<file path="src/rtl/irq_ctrl_pkg.sv">
// constants, register map and state codes for the vectored interrupt controller
// Function
// - sample and decode requests every clock
// - best response five clocks: detect plus call
// - one instruction runs after return before call
// - worst latency eighteen clocks via core timing
// - equal or higher active level blocks request
// - vectors spaced eight bytes, slot thirteen reserved
// - same level ties resolved by fixed order
// - auto clear external and basic timer flags
// - primary enable at 0xa8, bit7 global
// - per source enable and level bits
// - global enable low blocks every request
// - high preempts low, high never preempted
package irq_ctrl_pkg;

  // ---------------------------------------------------------------
  // sizes
  // ---------------------------------------------------------------
  localparam int NUM_SRC = 15;
  localparam int IDX_W = 4;
  localparam logic [3:0] RSVD_IDX = 4'hd;
  localparam logic [3:0] AUTO_CLR_LAST = 4'h3;
  localparam logic [1:0] CALL_LAST = 2'h3;
  localparam logic [1:0] ENTRY_SET = 2'h2;

  // ---------------------------------------------------------------
  // register offsets
  // ---------------------------------------------------------------
  localparam logic [7:0] OFF_ENABLE = 8'ha8;
  localparam logic [7:0] OFF_LEVEL = 8'hac;
  localparam logic [7:0] OFF_XENABLE = 8'hb0;
  localparam logic [7:0] OFF_XLEVEL = 8'hb4;
  localparam logic [7:0] OFF_STATUS = 8'hb8;
  localparam logic [7:0] OFF_MASK = 8'hbc;
  localparam logic [7:0] OFF_STATE = 8'hc0;

  // ---------------------------------------------------------------
  // fields and reset values
  // ---------------------------------------------------------------
  localparam int GLOBAL_BIT = 7;
  localparam logic [7:0] ENABLE_RST = 8'h00;
  localparam logic [6:0] LEVEL_RST = 7'h00;
  localparam logic [7:0] XENABLE_RST = 8'h00;
  localparam logic [7:0] XLEVEL_RST = 8'h00;
  localparam logic [7:0] XRSVD_MASK = 8'hbf;
  localparam logic [2:0] STATUS_RST = 3'h0;
  localparam logic [2:0] MASK_RST = 3'h0;
  localparam int STS_ENTRY = 0;
  localparam int STS_RETURN = 1;
  localparam int STS_PREEMPT = 2;

  // ---------------------------------------------------------------
  // vectors
  // ---------------------------------------------------------------
  localparam logic [15:0] VEC_BASE = 16'h0003;
  localparam logic [15:0] VEC_RST = 16'h0000;
  localparam logic [15:0] VEC_LAST = 16'h0073;

  // ---------------------------------------------------------------
  // sequencer states
  // ---------------------------------------------------------------
  typedef enum logic [1:0] {
    ST_IDLE = 2'b01,
    ST_CALL = 2'b10
  } seq_state_t;

endpackage

</file>
<file path="src/rtl/irq_ctrl.sv">
// two-level vectored interrupt controller with apb register slave
`timescale 1ns/1ps
module irq_ctrl (
  input wire logic sys_clk,
  input wire logic rst,
  input wire logic psel,
  input wire logic penable,
  input wire logic pwrite,
  input wire logic [7:0] paddr,
  input wire logic [31:0] pwdata,
  output logic [31:0] prdata,
  output logic pready,
  output logic pslverr,
  input wire logic [14:0] src_pend,
  input wire logic instr_done,
  input wire logic return_from_isr,
  output logic call_busy,
  output logic isr_entry,
  output logic [15:0] vector_addr,
  output logic [14:0] pend_clear,
  output logic [1:0] active_level,
  output logic irq
);

  // ---------------------------------------------------------------
  // state
  // ---------------------------------------------------------------
  typedef struct packed {
    logic [7:0] en;
    logic [6:0] lvl;
    logic [7:0] xen;
    logic [7:0] xlvl;
    logic [2:0] sts;
    logic [2:0] msk;
    logic cand_v;
    logic cand_hi;
    logic [3:0] cand_idx;
    irq_ctrl_pkg::seq_state_t st;
    logic [1:0] cnt;
    logic act_lo;
    logic act_hi;
    logic [15:0] vec;
    logic entry;
    logic [14:0] clr;
    logic [31:0] rdata;
    logic slverr;
  } ctrl_state_t;

  ctrl_state_t cur_r;
  ctrl_state_t cur_nxt;

  // ---------------------------------------------------------------
  // source vectors
  // ---------------------------------------------------------------
  logic [14:0] en_vec;
  logic [14:0] lvl_vec;
  logic [14:0] elig;
  logic [14:0] elig_hi;
  logic [14:0] elig_lo;
  logic hi_ok;
  logic lo_ok;
  logic hi_v;
  logic lo_v;
  logic [3:0] hi_idx;
  logic [3:0] lo_idx;
  logic start;
  logic [14:0] sel_set;
  logic [14:0] lo_mask;

  // low seven sources on the primary pair, the rest on the extended pair
  assign en_vec = {cur_r.xen & irq_ctrl_pkg::XRSVD_MASK, cur_r.en[6:0]};
  assign lvl_vec = {cur_r.xlvl & irq_ctrl_pkg::XRSVD_MASK, cur_r.lvl};
  // global bit gates everything, whatever the per-source bits hold
  assign elig = src_pend & en_vec & {15{cur_r.en[irq_ctrl_pkg::GLOBAL_BIT]}};
  assign elig_hi = elig & lvl_vec;
  assign elig_lo = elig & ~lvl_vec;
  // a return frees its level at once, so only one instruction follows before the call
  assign hi_ok = !cur_r.act_hi || return_from_isr;
  assign lo_ok = !cur_r.act_hi && (!cur_r.act_lo || return_from_isr);

  prio_pick #(
    .W(irq_ctrl_pkg::NUM_SRC)
  ) u_pick_hi (
    .req(elig_hi),
    .valid(hi_v),
    .idx(hi_idx)
  );

  prio_pick #(
    .W(irq_ctrl_pkg::NUM_SRC)
  ) u_pick_lo (
    .req(elig_lo),
    .valid(lo_v),
    .idx(lo_idx)
  );

  // a call starts only at an instruction boundary that is not the return itself,
  // so exactly one more instruction runs after a return before the call
  assign start = (cur_r.st == irq_ctrl_pkg::ST_IDLE) && cur_r.cand_v && instr_done &&
                 !return_from_isr && cur_r.en[irq_ctrl_pkg::GLOBAL_BIT];

  assign sel_set = cur_r.cand_hi ? elig_hi : elig_lo;
  assign lo_mask = (15'h0001 << cur_r.cand_idx) - 15'h0001;

  // ---------------------------------------------------------------
  // next state
  // ---------------------------------------------------------------
  logic wr_acc;
  logic [2:0] sts_set;

  assign wr_acc = psel && penable && pwrite;

  always_comb begin
    cur_nxt = cur_r;
    sts_set = 3'h0;
    cur_nxt.entry = 1'b0;
    cur_nxt.clr = 15'h0000;

    // decode every clock; high level first, then fixed order
    if (hi_v && hi_ok) begin
      cur_nxt.cand_v = 1'b1;
      cur_nxt.cand_hi = 1'b1;
      cur_nxt.cand_idx = hi_idx;
    end else if (lo_v && lo_ok) begin
      cur_nxt.cand_v = 1'b1;
      cur_nxt.cand_hi = 1'b0;
      cur_nxt.cand_idx = lo_idx;
    end else begin
      cur_nxt.cand_v = 1'b0;
      cur_nxt.cand_hi = 1'b0;
      cur_nxt.cand_idx = 4'h0;
    end

    case (cur_r.st)
      irq_ctrl_pkg::ST_IDLE: begin
        if (start) begin
          cur_nxt.st = irq_ctrl_pkg::ST_CALL;
          cur_nxt.cnt = 2'h0;
          cur_nxt.vec = irq_ctrl_pkg::VEC_BASE + {9'h000, cur_r.cand_idx, 3'h0};
          if (cur_r.cand_idx <= irq_ctrl_pkg::AUTO_CLR_LAST) begin
            cur_nxt.clr = 15'h0001 << cur_r.cand_idx;
          end
          if (cur_r.cand_hi) begin
            cur_nxt.act_hi = 1'b1;
          end else begin
            cur_nxt.act_lo = 1'b1;
          end
          if (cur_r.act_lo) begin
            sts_set[irq_ctrl_pkg::STS_PREEMPT] = 1'b1;
          end
        end
      end
      irq_ctrl_pkg::ST_CALL: begin
        // four clocks of call after the detect clock
        cur_nxt.cnt = cur_r.cnt + 2'h1;
        if (cur_r.cnt == irq_ctrl_pkg::ENTRY_SET) begin
          cur_nxt.entry = 1'b1;
          sts_set[irq_ctrl_pkg::STS_ENTRY] = 1'b1;
        end
        if (cur_r.cnt == irq_ctrl_pkg::CALL_LAST) begin
          cur_nxt.st = irq_ctrl_pkg::ST_IDLE;
        end
      end
      default: begin
        cur_nxt.st = irq_ctrl_pkg::ST_IDLE;
      end
    endcase

    // return drops the innermost active level
    if (return_from_isr) begin
      sts_set[irq_ctrl_pkg::STS_RETURN] = 1'b1;
      if (cur_r.act_hi) begin
        cur_nxt.act_hi = 1'b0;
      end else begin
        cur_nxt.act_lo = 1'b0;
      end
    end

    // read data captured in setup so it comes out of a flop
    cur_nxt.rdata = 32'h0000_0000;
    cur_nxt.slverr = 1'b0;
    if (psel && !penable) begin
      if (paddr == irq_ctrl_pkg::OFF_ENABLE) begin
        cur_nxt.rdata = {24'h000000, cur_r.en};
      end else if (paddr == irq_ctrl_pkg::OFF_LEVEL) begin
        cur_nxt.rdata = {24'h000000, 1'b1, cur_r.lvl};
      end else if (paddr == irq_ctrl_pkg::OFF_XENABLE) begin
        cur_nxt.rdata = {24'h000000, cur_r.xen & irq_ctrl_pkg::XRSVD_MASK};
      end else if (paddr == irq_ctrl_pkg::OFF_XLEVEL) begin
        cur_nxt.rdata = {24'h000000, cur_r.xlvl & irq_ctrl_pkg::XRSVD_MASK};
      end else if (paddr == irq_ctrl_pkg::OFF_STATUS) begin
        cur_nxt.rdata = {29'h00000000, cur_r.sts};
      end else if (paddr == irq_ctrl_pkg::OFF_MASK) begin
        cur_nxt.rdata = {29'h00000000, cur_r.msk};
      end else if (paddr == irq_ctrl_pkg::OFF_STATE) begin
        cur_nxt.rdata = {22'h000000, cur_r.act_hi, cur_r.act_lo, 2'h0,
                         (cur_r.st == irq_ctrl_pkg::ST_CALL), cur_r.cand_v,
                         cur_r.cand_idx};
      end else begin
        cur_nxt.slverr = 1'b1;
      end
    end

    if (wr_acc) begin
      if (paddr == irq_ctrl_pkg::OFF_ENABLE) begin
        cur_nxt.en = pwdata[7:0];
      end else if (paddr == irq_ctrl_pkg::OFF_LEVEL) begin
        cur_nxt.lvl = pwdata[6:0];
      end else if (paddr == irq_ctrl_pkg::OFF_XENABLE) begin
        cur_nxt.xen = pwdata[7:0] & irq_ctrl_pkg::XRSVD_MASK;
      end else if (paddr == irq_ctrl_pkg::OFF_XLEVEL) begin
        cur_nxt.xlvl = pwdata[7:0] & irq_ctrl_pkg::XRSVD_MASK;
      end else if (paddr == irq_ctrl_pkg::OFF_MASK) begin
        cur_nxt.msk = pwdata[2:0];
      end
    end

    // write-one-clear; a new event in the same cycle wins
    cur_nxt.sts = cur_r.sts;
    if (wr_acc && paddr == irq_ctrl_pkg::OFF_STATUS) begin
      cur_nxt.sts = cur_r.sts & ~pwdata[2:0];
    end
    cur_nxt.sts = cur_nxt.sts | sts_set;
  end

  // ---------------------------------------------------------------
  // registers
  // ---------------------------------------------------------------
  always_ff @(posedge sys_clk or posedge rst) begin
    if (rst) begin
      cur_r.en <= irq_ctrl_pkg::ENABLE_RST;
      cur_r.lvl <= irq_ctrl_pkg::LEVEL_RST;
      cur_r.xen <= irq_ctrl_pkg::XENABLE_RST;
      cur_r.xlvl <= irq_ctrl_pkg::XLEVEL_RST;
      cur_r.sts <= irq_ctrl_pkg::STATUS_RST;
      cur_r.msk <= irq_ctrl_pkg::MASK_RST;
      cur_r.cand_v <= 1'b0;
      cur_r.cand_hi <= 1'b0;
      cur_r.cand_idx <= 4'h0;
      cur_r.st <= irq_ctrl_pkg::ST_IDLE;
      cur_r.cnt <= 2'h0;
      cur_r.act_lo <= 1'b0;
      cur_r.act_hi <= 1'b0;
      cur_r.vec <= irq_ctrl_pkg::VEC_RST;
      cur_r.entry <= 1'b0;
      cur_r.clr <= 15'h0000;
      cur_r.rdata <= 32'h0000_0000;
      cur_r.slverr <= 1'b0;
    end else begin
      cur_r <= cur_nxt;
    end
  end

  // ---------------------------------------------------------------
  // outputs
  // ---------------------------------------------------------------
  assign prdata = cur_r.rdata;
  assign pready = psel && penable;
  assign pslverr = psel && penable && cur_r.slverr;
  assign call_busy = (cur_r.st == irq_ctrl_pkg::ST_CALL);
  assign isr_entry = cur_r.entry;
  assign vector_addr = cur_r.vec;
  assign pend_clear = cur_r.clr;
  assign active_level = {cur_r.act_hi, cur_r.act_lo};
  assign irq = |(cur_r.sts & cur_r.msk);

  // ---------------------------------------------------------------
  // checks
  // ---------------------------------------------------------------
  a_global_gate: assert property (@(posedge sys_clk) disable iff (rst)
    !cur_r.en[irq_ctrl_pkg::GLOBAL_BIT] |-> !start)
    else $error("call started with global enable low");

  a_call_length: assert property (@(posedge sys_clk) disable iff (rst)
    start |=> call_busy [*4] ##1 !call_busy)
    else $error("call phase not four clocks");

  a_entry_time: assert property (@(posedge sys_clk) disable iff (rst)
    start |-> ##4 isr_entry)
    else $error("entry not four clocks after start");

  a_one_more: assert property (@(posedge sys_clk) disable iff (rst)
    return_from_isr |-> !start)
    else $error("call issued on the return instruction");

  a_vec_slot: assert property (@(posedge sys_clk) disable iff (rst)
    isr_entry |-> (vector_addr[2:0] == 3'h3) && (vector_addr <= irq_ctrl_pkg::VEC_LAST) &&
                  (vector_addr != irq_ctrl_pkg::VEC_BASE + {9'h000, irq_ctrl_pkg::RSVD_IDX,
                  3'h0}))
    else $error("vector outside its slot");

  a_tie_order: assert property (@(posedge sys_clk) disable iff (rst)
    start |-> ((sel_set & lo_mask) == 15'h0000) && (cur_r.cand_hi || !hi_v))
    else $error("lower order source skipped");

  a_auto_clear: assert property (@(posedge sys_clk) disable iff (rst)
    start |=> (pend_clear == (($past(cur_r.cand_idx) <= irq_ctrl_pkg::AUTO_CLR_LAST) ?
               (15'h0001 << $past(cur_r.cand_idx)) : 15'h0000)))
    else $error("wrong pending flag cleared");

  a_hi_locked: assert property (@(posedge sys_clk) disable iff (rst)
    cur_r.act_hi |-> !start)
    else $error("high routine preempted");

  a_lo_blocks: assert property (@(posedge sys_clk) disable iff (rst)
    (cur_r.act_lo && !cur_r.act_hi && !return_from_isr) |=> !(cur_r.cand_v && !cur_r.cand_hi))
    else $error("low request while low routine active");

  a_level_restore: assert property (@(posedge sys_clk) disable iff (rst)
    (return_from_isr && cur_r.act_hi) |=> !cur_r.act_hi && ($past(cur_r.act_lo) == cur_r.act_lo))
    else $error("active level not restored");

  a_sample_each: assert property (@(posedge sys_clk) disable iff (rst)
    (hi_v && hi_ok) |=> cur_r.cand_v && cur_r.cand_hi)
    else $error("request not decoded next clock");

  a_ret_unblock: assert property (@(posedge sys_clk) disable iff (rst)
    (return_from_isr && !cur_r.act_hi && cur_r.act_lo && lo_v && !hi_v) |=>
      cur_r.cand_v && !cur_r.cand_hi)
    else $error("request not ready for the instruction after return");

  a_entry_level: assert property (@(posedge sys_clk) disable iff (rst)
    isr_entry |-> (active_level != 2'b00))
    else $error("routine entered with no active level");

  a_clear_pulse: assert property (@(posedge sys_clk) disable iff (rst)
    (pend_clear != 15'h0000) |=> (pend_clear == 15'h0000))
    else $error("pending clear longer than one clock");

  a_preempt_hi: assert property (@(posedge sys_clk) disable iff (rst)
    (cur_r.act_lo && !cur_r.act_hi && hi_v) |=> cur_r.cand_v && cur_r.cand_hi)
    else $error("high request not taken over low routine");

  a_call_vector: assert property (@(posedge sys_clk) disable iff (rst)
    start |=> (vector_addr[2:0] == 3'h3) &&
              (vector_addr[15:3] == {9'h000, $past(cur_r.cand_idx)}))
    else $error("vector does not match granted source");

  a_global_idle: assert property (@(posedge sys_clk) disable iff (rst)
    !cur_r.en[irq_ctrl_pkg::GLOBAL_BIT] |=> !cur_r.cand_v)
    else $error("candidate kept with global enable low");

endmodule

</file>
<file path="src/rtl/prio_pick.sv">
// fixed-order priority picker: lowest index wins
`timescale 1ns/1ps
module prio_pick #(
  parameter int W = 15
) (
  input wire logic [W-1:0] req,
  output logic valid,
  output logic [3:0] idx
);

  always_comb begin
    valid = 1'b0;
    idx = 4'h0;
    for (int i = W - 1; i >= 0; i--) begin
      if (req[i]) begin
        valid = 1'b1;
        idx = 4'(i);
      end
    end
  end

endmodule

</file>
<file path="config.mk">
export PLATFORM = sky130hd
export DESIGN_NAME = irq_ctrl
export DESIGN_NICKNAME = d
export VERILOG_FILES = /design/src/rtl/irq_ctrl_pkg.sv /design/src/rtl/irq_ctrl.sv /design/src/rtl/prio_pick.sv
export SDC_FILE = /design/constraint.sdc
export NUM_CORES = 1
export LEC_CHECK = 0
export BUFFER_PORTS_ARGS = -buffer_cell sky130_fd_sc_hd__buf_2
export CORE_ASPECT_RATIO = 1.5
export CORE_MARGIN = 1.5
export CORE_UTILIZATION = 40
export DETAILED_ROUTE_END_ITERATION = 7
export GPL_TIMING_DRIVEN = 0
export SYNTH_ARGS = -nofsm -noshare
export SYNTH_HDL_FRONTEND = slang
export SYNTH_SLANG_ARGS = --single-unit
</file>
<file path="constraint.sdc">
create_clock -name sys_clk -period 7.1 [get_ports sys_clk]
set_clock_uncertainty 0.15 [all_clocks]
set_input_delay 1.065 -clock sys_clk [delete_from_list [all_inputs] [get_ports sys_clk]]
set_output_delay 1.065 -clock sys_clk [all_outputs]
set_load 0.05 [all_outputs]
</file>
==> results of run 1 <==
routing by layer:
metal | wire length (um) | vias to the layer above
met2 | 6030 | 119
met4 | 363 | 0
met5 | 0 | -
li1 | - | 1687
met3 | 492 | 20
met1 | 4350 | 1730
stage by stage:
step                 util  setup slack, ns  total power, uW
global route        0.509             4.23             1080
global placement    0.479             2.98              591
detailed placement  0.481             4.05              594
floorplan               -             3.86              563
CTS                 0.509             4.28             1060
finish              0.509             4.28             1040
how the worst max path moves through the flow:
stage | startpoint | to | slack, ns | cells after the start
6_report | penable | pready | 4.28 | 3
5_1_grt | psel | pready | 4.23 | 3
4_1_cts | penable | pready | 4.28 | 3
3_5_place_dp | paddr[6] | prdata[0] | 4.05 | 7
3_3_place_gp | rst | cur_r[75] | 2.98 | 2
2_1_floorplan | rst | active_level[0] | 3.86 | 1
cell type report:
cell class              instances  area, um^2  share of cell area
multi-input cells             294        1970               0.365
clock inverters                 5        56.3              0.0104
clock buffers                  10         239              0.0441
flip-flops and latches         79        1980               0.365
well taps                     144         180              0.0333
repair buffers                 74         385              0.0711
plain buffers                  78         559               0.103
inverters                      11        43.8             0.00809
Yosys cell counts, types with 3 or more instances:
library cell                number  area, um^2
sky130_fd_sc_hd__buf_4          67         503
sky130_fd_sc_hd__o2bb2ai_1       3        26.3
sky130_fd_sc_hd__nand3_1        17        85.1
sky130_fd_sc_hd__o22ai_1         9        56.3
sky130_fd_sc_hd__o211ai_1        3        22.5
sky130_fd_sc_hd__o221ai_1        3        26.3
sky130_fd_sc_hd__a21o_1          3        22.5
sky130_fd_sc_hd__nand2_1        18        67.6
sky130_fd_sc_hd__a21oi_1         7        35.0
sky130_fd_sc_hd__nor3b_1         4        30.0
sky130_fd_sc_hd__or3_1           6        37.5
sky130_fd_sc_hd__buf_2           6        30.0
sky130_fd_sc_hd__nand2b_1        7        43.8
sky130_fd_sc_hd__o21ai_0        14        70.1
sky130_fd_sc_hd__mux2i_1         4        40.0
sky130_fd_sc_hd__o2111ai_1       3        26.3
sky130_fd_sc_hd__mux2_2         36         405
sky130_fd_sc_hd__a22oi_1         3        22.5
sky130_fd_sc_hd__and4b_1         3        30.0
sky130_fd_sc_hd__and2_1          5        31.3
sky130_fd_sc_hd__inv_1          11        41.3
sky130_fd_sc_hd__nor2b_1        11        68.8
sky130_fd_sc_hd__dfrtp_1        78        1950
sky130_fd_sc_hd__nor2_2          4        25.0
sky130_fd_sc_hd__a2111oi_0       3        26.3
sky130_fd_sc_hd__nor2_1         17        63.8
sky130_fd_sc_hd__clkbuf_1        4        15.0
sky130_fd_sc_hd__nand4_1        18         113
sky130_fd_sc_hd__and3_1          3        18.8
sky130_fd_sc_hd__a31oi_1         4        25.0
sky130_fd_sc_hd__o21bai_1        3        22.5
sky130_fd_sc_hd__nor3_1          5        25.0
registers in the layout (all words and copies together) (netlist names):
| name | count |
|---|---|
| isr_entry | 1 |
| cur_r | 46 |
| pend_clear | 15 |
| vector_addr | 5 |
| active_level | 2 |
| prdata | 10 |
kinds of logic (layout without fill, tap and decap cells):
family,count (synthesis),in the layout,synth area share
AO/OA/AOI/OAI,77,77,0.130
AND/OR/NAND/NOR,132,132,0.175
buffers and inverters,89,178,0.137
other,1,43,0.000853
flip-flops,79,79,0.450
adder cells (fa/ha/maj),2,2,0.00569
multiplexers,40,40,0.101
report_power, final:
group / switching (uW) / internal, uW
clock: 176 / 280
combinational: 87.6 / 36.7
sequential: 5.33 / 457
critical path, stage by stage:
cell and delay, ns:
sky130_fd_sc_hd__buf_2 0.10, sky130_fd_sc_hd__and2_1 0.17, sky130_fd_sc_hd__buf_2 0.27
==> results by stage, run 1 <==
Status:
- The flow ran to the end, and the final reports show no timing, DRC or antenna violations.

GRT:
- The number of global-route vias before repair is 3,343.
- For met2 alone, demand over resource in global routing was 0.349.
- The initial antenna violation count is 0.
- The met1 demand-to-capacity share in global routing is 0.238.
- Entering global routing, the biggest net connects 45 pins.
- The most heavily used metal layer in global routing is met2.
- The global-route total usage across every layer is 0.203.
- The global-route wire length before repair is 17,700 um.
- Global routing finished with a remaining overflow of 0.
- In the global route stage, met3 resource usage came out at 0.0364.

Drt:
- The final wirelength is 11,200 um.
- The detail route stage leaves a number of antenna-violating nets equal to 0.
- The first routing iteration left 227 violations.
- The average wire length per cell after detail routing is 16.2 um.
- The detailed-route via count is 3,556.
- Dividing the detail-routed via count by the number of cells gives 5.12.
- The number of remaining DRC errors is 0.
- The first detailed-routing pass ran for 4 iterations.

CTS:
- CTS built an H-tree with a depth of 3.
- Buffers inserted to repair hold after CTS numbered 0.
- The latest clock arrival within the worst-skew pair is 0.33 ns.
- TritonCTS created 9 clock buffers.
- Clock tree synthesis selected as its root buffer the cell sky130_fd_sc_hd__clkbuf_16.
- The clock passes through at most 2 buffers.
- The clock-pin slew of the registers on the worst-case setup and hold paths is 0.06 ns.
- Post-CTS repair changed the size of 0 cells.
- Counting every sink on the clock net gives 79.
- The clock tree from TritonCTS is built.
- The number of setup buffers added after CTS is 0.

Setup path:
- The endpoint identified for the worst register-to-register timing path is cur_r[72].
- In this run the register-to-register setup slack is 4.78 ns.
- For the worst flop-to-flop path, the logic depth is 7.
- STA puts the critical path data required time at 5.88 ns.
- The startpoint-to-endpoint class of the critical path is input port to output pin.
- The startpoint identified for the worst register-to-register timing path is cur_r[113].
- Along the worst path, the maximum fanout reaches 4.
- The nature of the critical path endpoint is an output pin.
- STA classifies the critical path startpoint as an input port.
- The arrival time reported for the critical path endpoint is 1.60 ns.

Floorplanning:
- The initial utilization of the core area, before any placement, comes to 0.413.
- The die is 88.6 um wide.
- After floorplanning, the core was divided into 46 placement rows.
- The die covers 11,600 um^2.
- In this run the count of I/O pins placed on the die edge is 132.
- After floorplanning, the core was sized to cover 10,600 um^2.
- The floorplan step set the die height to 131 um.

STA:
- The transition time of the tightest slew-check pin is 0.718 ns.
- The worst-case hold slack is 0.331 ns.
- Subtracting the final worst setup slack from the clock period gives 2.82 ns.
- The number of max-slew violations in the final report is 0.
- The fraction of the cycle the final worst path needs is 0.397.
- Derived from the worst setup path, the maximum achievable clock frequency is 355 MHz.
- The worst pin sits at a relative slew slack of 0.509.
- The setup TNS is 0 ns.
- Setup repair after global routing left no endpoint under its margin.
- The final count of negative-setup-slack endpoints is 0.
- The number of hold violations in the final report is 0.

Place:
- After detailed placement, the design holds a cell count of 680.
- The routability congestion estimate is 0.947.
- The quantity of I/O buffers inserted on ports is 73.
- The total cell area at the placement stage is 5120 um^2.
- Detailed placement ended at an HPWL of 8880 um.

Final layout:
- The area added between synthesis and finish is 23.2%.
- The final-stage net count is 611.
- The filler cells instantiated in the layout total 1,011.
- The number of standard cells in the layout, taps in and fillers out is 695.
- The most common cell after layout, fill and taps aside is sky130_fd_sc_hd__buf_2.
- The fraction of final layout cells with drive strength greater than 1 is 0.385.
- The post-layout instance area is 5420 um^2.
- The antenna diode count is 0.
- The top cell types in the final layout, fill and taps aside, are 79 x sky130_fd_sc_hd__buf_2, 78 x sky130_fd_sc_hd__dfrtp_1, 67 x sky130_fd_sc_hd__buf_4.

Logic synthesis:
- The cell area after technology mapping is 4400 um^2.
- The number of enable-type register cells in the synthesized netlist is 0.
- The gate count after technology mapping is 420.
- The total number of yosys warnings is 0.
- The count of different cell masters after synthesis is 59.
- The fraction of registers with async set/reset is 1.00.
- Synthesis inferred 79 register bits.
- The share of synthesized area occupied by flip-flops and latches is 0.450.
- The flip-flop cell with the highest count after synthesis is sky130_fd_sc_hd__dfrtp_1.
- The average cell area after synthesis is 10.5 um^2.

Power:
- The worst-case IR drop observed on VDD is 0.132 mV.
- Dividing total power by cell area gives a power density of 192 nW/um^2.
- The static leakage is 0.00286 uW.

Min path:
- The worst hold path endpoint is vector_addr[6].
- The worst hold path was traced through 2 stages.
- The startpoint of the worst hold path is vector_addr[6].
- The class of the worst hold path is flop to flop.

Run:
- The count of maximum capacitance violations is 0.
No activity file was read; power rests on OpenSTA's default activity.
==> run 2, diff against run 1 <==
Settings changed: PLACE_DENSITY from default to 0.67.
Clock period 7.1 ns to 2.3 ns, I/O delays scaled along.
==> run 2 against run 1 <==
  * Hold slack got worse by 0.23 ns
  * Largest power group unchanged
  * Highest routed layer unchanged
  * First-iteration DRC count increased by 7.5%
  * Sequential power increased to 3.1 times the previous value
  * Die area unchanged
  * Clock power increased to 3.1 times the previous value
  * Sequential share of layout area decreased by 0.33 points
  * Largest cell class is now multi-input combinational cells
  * Critical path depth increased by 4
  * Final cell count increased by 0.43%
  * Worst setup slack got worse by 4.1 ns
  * Core utilization increased by 0.46 points
  * Global-route usage increased by 0.35 points
==> results by stage, run 2 (synthesis gave the netlist of run 1 again) <==
Setup path:
- The critical-path maximum fanout is 10.
- The stage delay of the slowest cell on the critical path is 0.45 ns.
- The arrival time reported for the critical path endpoint is 2.23 ns.
- STA classifies the critical path startpoint as a flop.
- The family with the most delay on the worst path is simple AND/OR/NAND/NOR gates.
- Data on the critical path is required at its endpoint by 2.37 ns.
- For this design, the slowest cell found on the critical path is sky130_fd_sc_hd__dfrtp_1.
- The critical path in this run is classified as flop to flop.
- The signal on the critical path passes through buf_4, buf_4, nand4b_1, nand2_1, or3_1, o41ai_2, nand2_1.
- Counting both buffers and inverters, the worst setup path holds a total of 2.
- STA classifies the critical path endpoint as a flop.

Run:
- The count of maximum capacitance violations is 0.

CTS:
- The number of buffers added by the clock tree synthesis step is 9.
- CTS saw 79 sinks.
- The later pin in the worst-skew pair is clocked with a latency of 0.34 ns.
- The root buffer selected by CTS is sky130_fd_sc_hd__clkbuf_16.
- The level count of the clock H-tree is 3.
- The clock passes through at most 2 buffers.
- TritonCTS built the clock tree.
- After clock tree synthesis, the clock-pin slew on the worst setup and hold paths is 0.06 ns.

GRT:
- The maximum number of pins on one net before global-route repair is 33.
- The most heavily used metal layer in global routing is met2.
- The met1 demand-to-capacity share in global routing is 0.238.
- The number of global-route vias before repair is 3,443.
- The first global-routing pass estimated 18,000 um of wire.
- For this run, global-route usage on met3 was measured as 0.0327.
- The global routing usage on met2 is 0.352.
- The global-route total usage across every layer is 0.207.
- Summed over all layers, the global routing overflow is 0.
- The initial antenna violation count is 0.

Final layout:
- The register containing the most flip-flops in the final layout is cur_r.
- The final core area utilization is 0.513.
- The number of standard cells in the layout, taps in and fillers out is 698.
- In the final layout, the share of cells above drive strength 1 is 0.388.
- The library cell used most frequently in the layout, excluding fill and tap cells, is sky130_fd_sc_hd__buf_2.
- The area added between synthesis and finish is 24.3%.
- The number of flip-flops in the largest register is 46.
- The antenna diode count is 0.
- Leaving out fill and tap cells, the most frequent cells in the layout are 79 x sky130_fd_sc_hd__buf_2, 78 x sky130_fd_sc_hd__dfrtp_1, 68 x sky130_fd_sc_hd__buf_4.
- The final-stage net count is 614.

STA:
- Setup total negative slack on the finished layout was measured at 0 ns.
- The number of max-slew violations in the final report is 0.
- Setup repair after global routing left no endpoint under its margin.
- The number of hold violations in the final report is 0.
- In the post-route analysis, the smallest setup slack over all paths is 0.134 ns.
- Dividing the final minimum period by the clock period gives 0.942.
- The normalized max-slew margin is 0.494.
- The transition time of the tightest slew-check pin is 0.753 ns.
- The final count of negative-setup-slack endpoints is 0.
- For this run, the top clock speed supported by timing is 462 MHz.
- For the finished layout, the period the worst path requires is 2.17 ns.

Floorplanning:
- The number of top-level pins is 132.
- Measured along the x axis, the die boundary spans 88.6 um.
- The full die area is 11,600 um^2.
- The die is 131 um tall.
- The floorplan has 46 rows.
- The total core area is 10,600 um^2.
- The initial standard-cell utilization of the core is 0.413.

Place:
- Port buffering added 73 buffers.
- Timing analysis after detailed placement gives a worst setup slack of 0.0619 ns.
- The instance count after placement with tap cells included is 681.
- The routability congestion estimate is 0.984.
- After legalization and detailed placement, the total HPWL measured 9070 um.

Power:
- The power per unit of standard cell area is 591 nW/um^2.
- The design draws 3230 uW.
- In this run the static leakage power is 0.00287 uW.
- Across the VDD grid, the largest voltage drop is 0.487 mV.

Status:
- The run finished with clean final reports.

Min path:
- The worst hold path belongs to the class input port to flop.

Drt:
- The number of remaining DRC errors is 0.
- The average wire length per cell after detail routing is 16.6 um.
- The first-pass detailed-route iteration total is 6.
- The final layout contains routed wiring with a total length of 11,600 um.
- The detail route stage leaves a number of antenna-violating nets equal to 0.
- For this block, the via count after detailed routing is 3,570.
- After the first detailed-routing iteration, the DRC count stood at 244.
- After detailed routing, the number of vias per cell comes to 5.11.
run 2: cell count changes in the layout (fill, tap and decap cells not counted), sizes merged:
cell         change
dlygate4sd3      +1
inv              -2
clkinvlp         +2
buf              +2
run 2: timing repair:
item                                   4_1_cts  5_1_grt
setup endpoints to repair                    0        2
setup buffers                                0        1
endpoints found under the hold margin       20        0
gates resized for setup                      0        2
hold buffers                                 1        0
run 2: worst reg2reg max path: cells and delay by family (launching register included):
kind                   cells  cell delay, ns
AOI/OAI and AO/OA          1            0.32
buffers and inverters      2            0.40
DFF                        1            0.45
and+or+nand+nor            4            0.72
run 2: where the power goes:
group,total [uW],switching [uW],internal [uW]
registers,1430,16.9,1410
clock network,1410,549,863
logic,391,273,118
run 2: path summary, 6_finish.rpt:
check	from	to	slack [ns]	cells past startpoint
worst max register to register	cur_r[113]	cur_r[76]	0.13	7
worst min-delay path	paddr[7]	cur_r[0]	0.10	2
min in group asynchronous	rst	pend_clear[11]	0.46	3
worst min register to register	vector_addr[6]	vector_addr[6]	0.34	2
worst max-delay path	cur_r[113]	cur_r[76]	0.13	7
max in group asynchronous	rst	cur_r[69]	0.96	4
run 2: cell type report:
cell class              count  area, um^2
plain buffers              78         559
clock buffers              10         239
clock inverters             5        58.8
fillers                   991        5180
inverters                  11        45.0
multi-input cells         294        1980
flip-flops and latches     79        1980
well taps                 144         180
repair buffers             77         423
run 2: per-layer routing:
metal / vias up / routed length, um
li1: 1685 / -
met1: 1706 / 4550
met2: 148 / 5990
met3: 31 / 489
met4: 0 / 587
met5: - / 0
run 2: stage by stage:
step / instance area (um^2) / hold slack, ns
after global placement: 5100 / 0.324
after CTS: 5450 / 0.0954
after global routing: 5470 / 0.120
final: 5470 / 0.101
after floorplan: 4560 / 0.287
after detailed placement: 5140 / 0.272
==> run 3, diff against run 2 <==
--- a/config.mk
+++ b/config.mk
@@ -7,3 +7,3 @@
 export LEC_CHECK = 0
-export BUFFER_PORTS_ARGS = -buffer_cell sky130_fd_sc_hd__buf_2
+export CAP_MARGIN = 10
 export CORE_ASPECT_RATIO = 1.5
@@ -12,4 +12,4 @@
 export DETAILED_ROUTE_END_ITERATION = 7
+export DONT_BUFFER_PORTS = 1
 export GPL_TIMING_DRIVEN = 0
-export PLACE_DENSITY = 0.67
 export SYNTH_ARGS = -nofsm -noshare
==> constraint.sdc (replaced) <==
create_clock -name sys_clk -period 2.3 [get_ports sys_clk]
set_clock_uncertainty 0.15 [all_clocks]
set_input_delay 0.23 -clock sys_clk [delete_from_list [all_inputs] [get_ports sys_clk]]
set_output_delay 0.23 -clock sys_clk [all_outputs]
set_load 0.05 [all_outputs]
==> run 3 against run 2 <==
  * Die area stayed put
  * Global-route usage is 0.29 points lower
  * Final cell count is 8.6% lower
  * Wire length is 2.2% lower
  * Clock power is 3% higher
  * Hold slack worse by 0.089 ns
  * Critical path type unchanged
==> results by stage, run 3 (synthesis gave the netlist of run 1 again) <==
Final layout:
- Counting flops per register, the top entry is cur_r.
- The area added between synthesis and finish is 18.8%.
- Leaving out fill and tap cells, the most frequent cell in the layout is sky130_fd_sc_hd__dfrtp_1.
- The fraction of final layout cells with drive strength greater than 1 is 0.287.
- The library cells used most frequently in the layout, excluding fill and tap cells, are 78 x sky130_fd_sc_hd__dfrtp_1, 68 x sky130_fd_sc_hd__buf_4, 43 x sky130_fd_sc_hd__conb_1.
- After the last flow step, the layout net total stands at 553.
- The filler cell count in the final layout is 996.
- The register with the most flip-flops in the layout has 46 of them.
- The final core area utilization is 0.490.
- The antenna diode count is 0.
- The post-layout instance area is 5220 um^2.

STA:
- The worst-case hold slack is 0.0112 ns.
- The final count of negative-setup-slack endpoints is 0.
- The transition time of the tightest slew-check pin is 0.615 ns.
- The setup TNS is 0 ns.
- The minimum clock period is 2.18 ns.
- Measured against its own limit, the worst slew margin works out to 0.579.
- Setup repair after global routing left no endpoint under its margin.
- The fraction of the cycle the final worst path needs is 0.948.
- The number of hold violations in the final report is 0.
- The achievable frequency is 459 MHz.
- The number of max-slew violations in the final report came to 0.

Min path:
- The worst hold path passes through 2 cells.
- The class of the worst hold path is input port to flop.

GRT:
- The initial antenna violation count is 0.
- Entering global routing, the biggest net connects 33 pins.
- The global-route total usage across every layer is 0.204.
- The number of global-route vias before repair was 3,261.
- The first global-routing pass estimated 17,600 um of wire.
- The sum of overflow across all layers after global routing is 0.

CTS:
- The clock tree from TritonCTS is built.
- Clock-pin slew was measured on the worst setup and hold paths at 0.06 ns.
- The latest clock arrival within the worst-skew pair is 0.34 ns.
- Counting along the longest clock path gives a buffer depth of 2.
- Clock tree synthesis selected as its root buffer the cell sky130_fd_sc_hd__clkbuf_16.
- The clock sink count is 79.
- The number of buffers added by the clock tree synthesis step is 9.
- The level count of the clock H-tree is 3.

Drt:
- The detailed router's first-iteration violation count is 203.
- In the final routed layout, each cell accounts on average for 17.8 um.
- The first TritonRoute pass finished after 5 iterations.
- For this run, design rule violations remaining after detail routing come to 0.
- The detailed-route via count is 3,345.
- The number of routed nets with antenna violations is 0.
- Using the TritonRoute via totals, the vias-per-cell ratio works out to 5.24.
- The final wirelength is 11,400 um.

Setup path:
- The startpoint-to-endpoint class of the critical path is flop to flop.
- STA puts the critical path data arrival time at 2.30 ns.
- STA classifies the critical path endpoint as a flop.
- Along the worst path, the maximum fanout reaches 10.
- At the worst endpoint, the required time is 2.42 ns.
- STA classifies the critical path startpoint as a flop.
- The depth of the worst register-to-register path is 7.
- For flop-to-flop paths, the worst setup slack is 0.12 ns.

Floorplanning:
- The total core area is 10,600 um^2.
- The number of top-level pins is 132.
- The die covers 11,600 um^2.
- The die width is 88.6 um.
- The initial standard-cell utilization of the core is 0.413.
- The standard-cell row count is 46.
- From bottom edge to top edge, the die measures 131 um.

Run:
- The count of maximum capacitance violations is 0.

Power:
- The combinational power share is 0.110.
- Power comes to 3230 uW.
- The power per unit of standard cell area is 619 nW/um^2.
- The worst vdd rail ir drop is 0.416 mV.
- The fraction of power consumed by the clock network is 0.448.
- The switching part of the total is 0.260.
- The share of total power dissipated in sequential elements is 0.442.
- The internal power of the cells is 2390 uW.
- The net switching power is 841 uW.
- The static leakage is 0.00259 uW.

Place:
- Detailed placement ended at an HPWL of 8810 um.
- The congestion estimate from routability-driven global placement came to 0.961.
- In this run the tool buffered the top-level ports with 0 buffer cells.
- The total cell area at the placement stage is 4780 um^2.

Status:
- The run finished with clean final reports.
==> run 3: changes by cell type in the layout (fill, tap and decap cells not counted), sizes merged <==
cell / change
buf: -73
clkinv: +1
clkinvlp: -1
dlygate4sd3: +12
inv: +1
==> run 3: path summary, 6_finish.rpt <==
kind                                       from         endpoint
worst max register to register       cur_r[113]        cur_r[72]
worst min-delay path            return_from_isr  active_level[0]
min in group asynchronous                   rst    pend_clear[7]
worst min register to register   vector_addr[6]   vector_addr[6]
worst max-delay path                 cur_r[113]        cur_r[72]
max in group asynchronous                   rst        cur_r[69]
==> run 3: final cells by class <==
class	count	area (um^2)	area share
multi-input cells	294	1970	0.378
plain buffers	78	559	0.107
well taps	144	180	0.0345
repair buffers	16	178	0.0340
flip-flops and latches	79	1980	0.379
clock inverters	6	68.8	0.0132
clock buffers	10	239	0.0458
inverters	11	45.0	0.00862
==> run 3: what timing repair did <==
action                     CTS  global route
buffers inserted             0             1
setup endpoints to repair    0             2
hold endpoints to repair    90             0
gates resized for setup      0             1
hold buffers                13             0
==> run 3: metal layers <==
metal | track usage | share of wire
met1 | 0.232 | 0.37
met5 | 0 | 0
met4 | 0.0885 | 0.033
met3 | 0.0433 | 0.062
met2 | 0.357 | 0.53
==> run 3: through the flow <==
step / setup slack [ns] / std cells
after floorplan: 0.361 / 462
after global placement: 0.0977 / 606
after detailed placement: 0.0642 / 608
after CTS: 0.0469 / 637
after global routing: 0.0300 / 638
final: 0.119 / 638
==> run 3: power by group through the flow <==
stage          Clock (uW)  Sequential, uW  Combinational, uW
2_1_floorplan           0            1440                294
3_3_place_gp            0            1450                314
3_5_place_dp            0            1450                326
4_1_cts              1480            1430                354
5_1_grt              1530            1430                381
6_report             1450            1430                355
==> run 3: critical path, cell delays in order (launching register included) <==
cell                       delay (ns)
sky130_fd_sc_hd__dfrtp_1         0.44
sky130_fd_sc_hd__buf_4           0.22
sky130_fd_sc_hd__buf_4           0.20
sky130_fd_sc_hd__nand3_1         0.12
sky130_fd_sc_hd__o311ai_1        0.41
sky130_fd_sc_hd__a211oi_1        0.14
sky130_fd_sc_hd__o21ai_0         0.22
sky130_fd_sc_hd__a32o_1          0.21
